**src/pkg/psb_defines.svh**
```systemverilog
// Constants for the peripheral slot bridge: window, slot decode, timing.
// Assumes a 32-bit byte address from the crossbar and a 50 MHz system bus clock.
// Contract
// - One bridge decodes a 1024 KB window starting at the peripheral base.
// - All window traffic enters through one crossbar slave port.
// - First 128 KB: 32 slots of 4 KB, each with its own enable.
// - Next 384 KB: 96 slots of 4 KB, each with its own enable.
// - Slot 255 at 0x400F_F000 aliases the I/O module of slot 15.
// - Alias accesses take a direct path without bridge wait states.
// - A cleared clock gate bit disables that module's slot.
// - Access to an unimplemented or disabled slot ends in transfer error.
// - Unimplemented offset inside an enabled slot also ends in transfer error.
// - Slot 0 at 0x4000_0000, spacing 0x1000; slot 15 is the I/O controller.
`ifndef PSB_DEFINES_SVH
`define PSB_DEFINES_SVH

`define PSB_ADDR_W        32
`define PSB_DATA_W        32
`define PSB_WIN_TAG       12'h400
`define PSB_WIN_TAG_LSB   20
`define PSB_WIN_KB        1024
`define PSB_SLOT_LSB      12
`define PSB_SLOT_MSB      19
`define PSB_SLOT_BYTES    32'h0000_1000
`define PSB_ON_SLOTS      32
`define PSB_OFF_SLOTS     96
`define PSB_NUM_SLOTS     128
`define PSB_ALIAS_CODE    8'hFF
`define PSB_ALIAS_TARGET  7'h0F
`define PSB_SLOT_MAP      128'h0000_0000_0000_0000_0B00_0001_0000_8000
`define PSB_WAIT_STATES   8'h01
`define PSB_TIMEOUT       8'hFF
`define PSB_CNT_RST       8'h00
`define PSB_SLOT_RST      7'h00
`define PSB_OFS_RST       12'h000
`define PSB_DATA_RST      32'h0000_0000

`endif

```
**src/pkg/psb_pkg.sv**
```systemverilog
// Types shared by the peripheral slot bridge and its surroundings.
// Assumes psb_defines.svh is on the include path.
`include "psb_defines.svh"

package psb_pkg;

    typedef logic [`PSB_ADDR_W-1:0] psb_addr_t;
    typedef logic [`PSB_DATA_W-1:0] psb_data_t;
    typedef logic [6:0]             psb_slot_t;

    // Crossbar side request and answer
    typedef struct packed {
        logic      valid;
        logic      write;
        psb_addr_t addr;
        psb_data_t wdata;
    } psb_bus_req_s;

    typedef struct packed {
        logic      valid;
        logic      err;
        psb_data_t rdata;
    } psb_bus_rsp_s;

    // Peripheral side request and answer, shared by all slots
    typedef struct packed {
        logic       write;
        logic [11:0] offset;
        psb_data_t  wdata;
    } psb_per_req_s;

    typedef struct packed {
        logic      ready;
        logic      err;
        psb_data_t rdata;
    } psb_per_rsp_s;

    typedef enum logic [3:0] {
        PSB_IDLE   = 4'h1,
        PSB_SETUP  = 4'h2,
        PSB_ACCESS = 4'h4,
        PSB_DONE   = 4'h8
    } psb_state_e;

endpackage

```
**src/logic/psb_bridge.sv**
```systemverilog
// Peripheral slot bridge: decodes the crossbar slave port into 4 KB slot enables.
// Assumes one request at a time from the crossbar, peripherals on the same clock,
// and clock gate levels from the system_integration_unit on the same clock.
`timescale 1ns/1ns
`include "psb_defines.svh"

module psb_bridge #(
    parameter logic [`PSB_NUM_SLOTS-1:0] SLOT_MAP    = `PSB_SLOT_MAP,
    parameter logic [7:0]                WAIT_STATES = `PSB_WAIT_STATES,
    parameter logic [7:0]                TIMEOUT     = `PSB_TIMEOUT
) (
    // Clock and reset
    input  wire logic                         clk_i,
    input  wire logic                         rst_i,
    // Crossbar slave port
    input  wire psb_pkg::psb_bus_req_s        bus_req_i,
    output logic                              bus_ready_o,
    output psb_pkg::psb_bus_rsp_s             bus_rsp_o,
    // Clock gate levels, one per slot
    input  wire logic [`PSB_NUM_SLOTS-1:0]    clk_gate_i,
    // Peripheral side
    output logic [`PSB_NUM_SLOTS-1:0]         slot_en_o,
    output logic                              alias_en_o,
    output psb_pkg::psb_per_req_s             per_req_o,
    input  wire psb_pkg::psb_per_rsp_s        per_rsp_i
);

    // Slot index of an address; the alias folds onto its target slot
    function automatic psb_pkg::psb_slot_t slot_of(input psb_pkg::psb_addr_t a);
        logic [7:0] code;
        code = a[`PSB_SLOT_MSB:`PSB_SLOT_LSB];
        if (code == `PSB_ALIAS_CODE)
        begin
            slot_of = `PSB_ALIAS_TARGET;
        end
        else
        begin
            slot_of = code[6:0];
        end
    endfunction

    // True when the address falls on the alias slot at the top of the window
    function automatic logic is_alias(input psb_pkg::psb_addr_t a);
        is_alias = (a[`PSB_SLOT_MSB:`PSB_SLOT_LSB] == `PSB_ALIAS_CODE);
    endfunction

    // True when the address lies in the window and in a decoded region
    function automatic logic in_region(input psb_pkg::psb_addr_t a);
        logic win;
        win = (a[`PSB_ADDR_W-1:`PSB_WIN_TAG_LSB] == `PSB_WIN_TAG);
        // Codes 0x80..0xFE are the reserved hole between slot 127 and the alias
        in_region = win && (!a[`PSB_SLOT_MSB] || is_alias(a));
    endfunction

    // Slot has a module and its clock is running
    function automatic logic slot_live(input psb_pkg::psb_slot_t s,
                                       input logic [`PSB_NUM_SLOTS-1:0] gate);
        slot_live = SLOT_MAP[s] && gate[s];
    endfunction

    // State
    psb_pkg::psb_state_e          state_r;
    psb_pkg::psb_state_e          state_nxt;
    psb_pkg::psb_slot_t           slot_r;
    psb_pkg::psb_slot_t           slot_nxt;
    logic                         alias_r;
    logic                         alias_nxt;
    logic [7:0]                   cnt_r;
    logic [7:0]                   cnt_nxt;
    logic                         write_r;
    logic                         write_nxt;
    logic [11:0]                  ofs_r;
    logic [11:0]                  ofs_nxt;
    psb_pkg::psb_data_t           wdata_r;
    psb_pkg::psb_data_t           wdata_nxt;
    psb_pkg::psb_data_t           rdata_r;
    psb_pkg::psb_data_t           rdata_nxt;
    logic                         err_r;
    logic                         err_nxt;
    logic [`PSB_NUM_SLOTS-1:0]    en_r;
    logic [`PSB_NUM_SLOTS-1:0]    en_nxt;
    logic                         alias_en_r;
    logic                         alias_en_nxt;
    logic [`PSB_NUM_SLOTS-1:0]    onehot;

    // Request decode, valid only while idle
    psb_pkg::psb_slot_t           req_slot;
    logic                         req_alias;
    logic                         req_ok;

    assign req_slot  = slot_of(bus_req_i.addr);
    assign req_alias = is_alias(bus_req_i.addr);
    assign req_ok    = in_region(bus_req_i.addr) && slot_live(req_slot, clk_gate_i);

    // Single slave port: one request in flight, taken only while idle
    assign bus_ready_o = (state_r == psb_pkg::PSB_IDLE);

    // One-hot decode of the next slot number
    genvar g;
    generate
        for (g = 0; g < `PSB_NUM_SLOTS; g++)
        begin : g_slot
            assign onehot[g] = (slot_nxt == 7'(g));
        end
    endgenerate

    always_comb
    begin
        state_nxt    = state_r;
        cnt_nxt      = cnt_r;
        rdata_nxt    = rdata_r;
        err_nxt      = err_r;
        unique case (state_r)
            psb_pkg::PSB_IDLE:
            begin
                if (bus_req_i.valid)
                begin
                    rdata_nxt = `PSB_DATA_RST;
                    cnt_nxt   = `PSB_CNT_RST;
                    if (!req_ok)
                    begin
                        // No enable is raised; the master sees the error next cycle
                        err_nxt   = 1'b1;
                        state_nxt = psb_pkg::PSB_DONE;
                    end
                    else if (req_alias || (WAIT_STATES == `PSB_CNT_RST))
                    begin
                        err_nxt   = 1'b0;
                        state_nxt = psb_pkg::PSB_ACCESS;
                    end
                    else
                    begin
                        err_nxt   = 1'b0;
                        state_nxt = psb_pkg::PSB_SETUP;
                    end
                end
            end
            psb_pkg::PSB_SETUP:
            begin
                // Bridge wait states before the slot enable rises
                if (!clk_gate_i[slot_r])
                begin
                    err_nxt   = 1'b1;
                    state_nxt = psb_pkg::PSB_DONE;
                end
                else if (cnt_r + 8'h01 >= WAIT_STATES)
                begin
                    cnt_nxt   = `PSB_CNT_RST;
                    state_nxt = psb_pkg::PSB_ACCESS;
                end
                else
                begin
                    cnt_nxt = cnt_r + 8'h01;
                end
            end
            psb_pkg::PSB_ACCESS:
            begin
                if (per_rsp_i.ready)
                begin
                    rdata_nxt = write_r ? `PSB_DATA_RST : per_rsp_i.rdata;
                    err_nxt   = per_rsp_i.err;
                    state_nxt = psb_pkg::PSB_DONE;
                end
                else if (!clk_gate_i[slot_r])
                begin
                    // Gate pulled mid-access: the module can no longer answer
                    err_nxt   = 1'b1;
                    state_nxt = psb_pkg::PSB_DONE;
                end
                else if (cnt_r >= TIMEOUT)
                begin
                    // A silent peripheral must not hang the crossbar port
                    err_nxt   = 1'b1;
                    state_nxt = psb_pkg::PSB_DONE;
                end
                else
                begin
                    cnt_nxt = cnt_r + 8'h01;
                end
            end
            psb_pkg::PSB_DONE:
            begin
                state_nxt = psb_pkg::PSB_IDLE;
            end
            default:
            begin
                state_nxt = psb_pkg::PSB_IDLE;
                err_nxt   = 1'b0;
            end
        endcase
    end

    // Target slot latched on acceptance; it steers the enables for the whole access
    always_comb
    begin
        slot_nxt  = slot_r;
        alias_nxt = alias_r;
        if ((state_r == psb_pkg::PSB_IDLE) && bus_req_i.valid)
        begin
            slot_nxt  = req_slot;
            alias_nxt = req_alias;
        end
    end

    always_ff @(posedge clk_i)
    begin
        if (rst_i)
        begin
            slot_r  <= `PSB_SLOT_RST;
            alias_r <= 1'b0;
        end
        else
        begin
            slot_r  <= slot_nxt;
            alias_r <= alias_nxt;
        end
    end

    // Captured request, held until the next request is taken so the
    // peripheral sees a steady offset and data through the whole access
    always_comb
    begin
        write_nxt = write_r;
        ofs_nxt   = ofs_r;
        wdata_nxt = wdata_r;
        if ((state_r == psb_pkg::PSB_IDLE) && bus_req_i.valid)
        begin
            write_nxt = bus_req_i.write;
            ofs_nxt   = bus_req_i.addr[`PSB_SLOT_LSB-1:0];
            wdata_nxt = bus_req_i.wdata;
        end
    end

    always_ff @(posedge clk_i)
    begin
        if (rst_i)
        begin
            write_r <= 1'b0;
            ofs_r   <= `PSB_OFS_RST;
            wdata_r <= `PSB_DATA_RST;
        end
        else
        begin
            write_r <= write_nxt;
            ofs_r   <= ofs_nxt;
            wdata_r <= wdata_nxt;
        end
    end

    // Enables follow the access state so only the addressed slot is ever selected
    always_comb
    begin
        if (state_nxt == psb_pkg::PSB_ACCESS)
        begin
            en_nxt       = onehot;
            alias_en_nxt = alias_nxt;
        end
        else
        begin
            en_nxt       = '0;
            alias_en_nxt = 1'b0;
        end
    end

    // Slot enables registered on their own so they never glitch toward the peripherals
    always_ff @(posedge clk_i)
    begin
        if (rst_i)
        begin
            en_r       <= '0;
            alias_en_r <= 1'b0;
        end
        else
        begin
            en_r       <= en_nxt;
            alias_en_r <= alias_en_nxt;
        end
    end

    // Transfer control and response registers
    always_ff @(posedge clk_i)
    begin
        if (rst_i)
        begin
            state_r <= psb_pkg::PSB_IDLE;
            cnt_r   <= `PSB_CNT_RST;
            rdata_r <= `PSB_DATA_RST;
            err_r   <= 1'b0;
        end
        else
        begin
            state_r <= state_nxt;
            cnt_r   <= cnt_nxt;
            rdata_r <= rdata_nxt;
            err_r   <= err_nxt;
        end
    end

    // Outputs, all from flip-flops except the ready and response valid state decodes
    assign slot_en_o        = en_r;
    assign alias_en_o       = alias_en_r;
    assign per_req_o.write  = write_r;
    assign per_req_o.offset = ofs_r;
    assign per_req_o.wdata  = wdata_r;
    assign bus_rsp_o.valid  = (state_r == psb_pkg::PSB_DONE);
    assign bus_rsp_o.err    = err_r;
    assign bus_rsp_o.rdata  = rdata_r;

endmodule // psb_bridge

```
**config.mk**
```make
export PLATFORM = sky130hd
export DESIGN_NAME = psb_bridge
export DESIGN_NICKNAME = d
export VERILOG_FILES = /design/src/pkg/psb_pkg.sv /design/src/logic/psb_bridge.sv
export VERILOG_INCLUDE_DIRS = /design/src /design/src/pkg
export SDC_FILE = /design/constraint.sdc
export NUM_CORES = 1
export LEC_CHECK = 0
export ABC_AREA = 1
export BUFFER_PORTS_ARGS = -buffer_cell sky130_fd_sc_hd__buf_4
export CORE_AREA = 4 4 170 172
export DETAILED_ROUTE_END_ITERATION = 7
export DIE_AREA = 0 0 174 176
export HOLD_SLACK_MARGIN = 0.15
export PLACE_DENSITY_LB_ADDON = 0.3
export SLEW_MARGIN = 20
export SYNTH_ARGS = -nofsm -noshare
export SYNTH_HDL_FRONTEND = slang
export SYNTH_SLANG_ARGS = --single-unit
```
**constraint.sdc**
```tcl
create_clock -name clk_i -period 1.9 [get_ports clk_i]
set_input_delay 0.095 -clock clk_i [delete_from_list [all_inputs] [get_ports clk_i]]
set_output_delay 0.095 -clock clk_i [all_outputs]
set_load 0.005 [all_outputs]
```
==> flow_summary_export.csv <==
group,metric,value,unit
outcome,status,"finished, violations left",
outcome,violations,"negative setup slack",
die,initial_utilization,34.6,%
finish,drive_gt1_share,36.3,%
global_route,overflow,0,
synth,ys_types,36,
setup_path,start_kind,"flop",
setup_path,crit_path_start,"slot_r[0]",
route,drt_iter0_markers,747,
die,die_x,174,µm
synth,yosys_most_used_dff,"dfxtp_1",
finish,nets,2149,
route,wirelength,39300,µm
sta,slew-limit-headroom,64.6,%
route,wire_per_inst,17.2,µm
synth,syn_area_per_cell,7.28,µm²
pwr,p_total,12400,µW
route,routed_via_density,4.91,
setup_path,cpPeakStageDelay,0.43,ns
synth,synth_edf_count,0,
worst_hold_path,min_path_type,"input pin to flop",
sta,drv_slew,0,
pwr,powerDensity,759,nW/µm²
finish,diodes,0,
sta,skew,0.00792,ns
global_route,antenna_found_initial,0,
die,dieHeight,176,µm
sta,rsz0062_at_grt,"yes",
synth,yosys_warnings,0,
setup_path,crit_required,2.31,ns
synth,synth.area.top_cells,"dfxtp_1 (48%), nand2_1 (13%), nor2_1 (11%), nand3_1 (8.1%), o21ai_0 (3.9%)",
synth,synth_seq_cells,227,
setup_path,endpoint_kind,"flop",
placement,gp_congestion,0.913,
setup_path,crit_chain,"inv_8 -> buf_12 -> nand2_1 -> nand3_1 -> nand3_1 -> nand3_1 -> nand2_1 -> nand2_1 -> nand3_2 -> nand3_4 -> nand2_4 -> inv_2 -> nand3_4 -> nand3_4 -> nand2_8 -> clkbuf_16 -> nor2_1",
die,rows,61,
global_route,grt_pass1_vias,10900,
setup_path,ff2ff_path_depth,17,
synth,synth_cells,1308,
setup_path,rr_startpoint,"slot_r[0]",
synth,synth_top_area_cell,"dfxtp_1",
finish,instances_no_fill,2280,
global_route,grt_pass1_wl,57000,µm
global_route,grt_start_max_net_pins,64,
synth,yosysMostFrequentCell,"nand2_1",
setup_path,crit_slowest_cell,"dfxtp_4",
synth,synth_top_area_share,47.7,%
clock_network,cts_tree,"done",
synth,synth_common_cells,"nand2_1 (334), nor2_1 (275), dfxtp_1 (227), nand3_1 (154), o21ai_0 (74)",
sta,period_share,120,%
sta,tightest_slew,0.528,ns
clock_network,cts.clk_slew.worst_paths,0.06,ns
synth,synth-seq-area-share,47.7,%
die,die_area,30600,µm²
clock_network,cts.sinks,227,
sta,fin_ws,-0.378,ns
setup_path,reg2reg_slack,-0.38,ns
placement,dp_cells,2108,
clock_network,clkLatencyLatePin,0.52,ns
setup_path,r2r_end,"slot_en_o[32]",
route,num_vias,11200,
pwr,ir_worst_vdd,0.650,mV
setup_path,critPathCapture,"slot_en_o[32]",
run,drv_cap,0,
route,dr.pass1.iters,5,
sta,final.setup.tns,-45.98,ns
clock_network,cts_buffers,24,
pwr,p_leak,0.00737,µW
synth,synth_nets,1540,
sta,min_period,2.28,ns
finish,post-route-util,59.5,%
placement,portBuffers,438,
synth,synth_area,9520,µm²
clock_network,cts-root-buf,"clkbuf_16",
synth,async_flop_share,0,%
die,core_area,27500,µm²
clock_network,clock_path_buffers,3,
setup_path,path_max_fanout,25,
setup_path,arrival,2.69,ns
clock_network,htreeDepth,1,
sta,finalHoldViolations,0,
global_route,grt_usage,22.7,%
sta,max_clock_freq,439,MHz
setup_path,critical_path_class,"flop to flop",
die,pin_count,439,
route,drc,0,
finish,area_delta_synth_final,71.7,%
sta,setup_viol,165,
placement,dp_hpwl,25600,µm
route,antenna_left,0,
placement,dpl_worst_slack,-0.334,ns
[power breakdown]
group	switching [µW]	leakage (µW)	internal, µW
Combinational	1410	0.00514	1350
Clock	1940	0.000381	2660
Sequential	121	0.00185	4920
[registers in the layout, summed over array words and instances (netlist names)]
register / flops
wdata_r: 32
err_r: 1
rdata_r: 32
alias_r: 1
write_r: 1
ofs_r: 12
state_r: 4
slot_r: 7
alias_en_o: 1
cnt_r: 8
slot_en_o: 128
[kinds of logic (layout without fill, tap and decap cells)]
group	Yosys count	after routing	share of synthesized area (%)
compound gates	130	130	7.39
xor+xnor	5	5	0.460
fa+ha+maj	2	2	0.263
buf+inv	129	754	7.08
flops	227	227	47.7
simple gates	815	816	37.1
[per-layer routing]
| layer | part of all wire (%) | global-route usage [%] |
|---|---|---|
| met4 | 3.5 | 8.28 |
| met5 | 0 | 0 |
| met3 | 8.4 | 5.87 |
| met2 | 49 | 39.5 |
| met1 | 40 | 27.1 |
[worst min-delay path by stage]
| stage | slack, ns | end | from | cells past startpoint |
|---|---|---|---|---|
| final | 0.26 | state_r[1] | bus_req_i[48] | 7 |
| after detailed placement | 0.32 | ofs_r[4] | bus_req_i[36] | 3 |
| after CTS | 0.16 | slot_en_o[112] | rst_i | 4 |
| after global routing | 0.31 | state_r[1] | bus_req_i[48] | 7 |
| after floorplan | 0.23 | ofs_r[0] | bus_req_i[32] | 2 |
| after global placement | 0.32 | ofs_r[11] | bus_req_i[43] | 3 |
[worst max-delay path, delay by kind of cell, from the launching register on]
kind                   cells  cell delay [ns]
and+or+nand+nor           13             1.18
buffers and inverters      4             0.53
DFF                        1             0.43
[timing repair]
item                                   in CTS  in global routing
gates resized for setup                    38                 34
setup endpoints to repair                 173                179
pin swaps                                   0                  5
hold buffers                              108                  0
endpoints found under the hold margin      94                  0
gates cloned                                0                 15
setup buffers                               0                  6
[stage by stage]
step	hold slack (ns)	cell area [µm²]
finish	0.263	16300
global route	0.314	16300
CTS	0.160	15800
detailed placement	0.321	13800
global placement	0.315	13800
floorplan	0.230	9690
[cells in the final DEF, fill, tap and decap left out, types with 3 or more instances in the layout]
cell type and instances:
a21oi_1 24, a21oi_2 16, and3_1 4, buf_12 21, buf_4 518, buf_6 6, buf_8 3, clkbuf_1 4
clkbuf_16 33, clkbuf_8 5, clkinv_2 5, dfxtp_1 224, dlygate4sd3_1 106, inv_1 27, inv_2 14, nand2_1 326
nand2_2 4, nand2_4 11, nand3_1 143, nand3_2 7, nand3_4 4, nand3b_1 3, nand4_1 6, nor2_1 266
nor2_2 8, nor2_4 19, nor3_1 4, nor3_4 4, o21ai_0 73, o21ai_1 3, o21ai_4 4, xor2_1 5
[layout make-up]
class / count / area [µm²]
flip-flops and latches: 227 / 4550
clock inverters: 10 / 95.1
clock buffers: 33 / 684
well taps: 346 / 433
fillers: 2363 / 11100
repair buffers: 666 / 5780
multi-input cells: 953 / 4620
inverters: 45 / 184
Note: power is estimated with default switching activity, not from simulation.
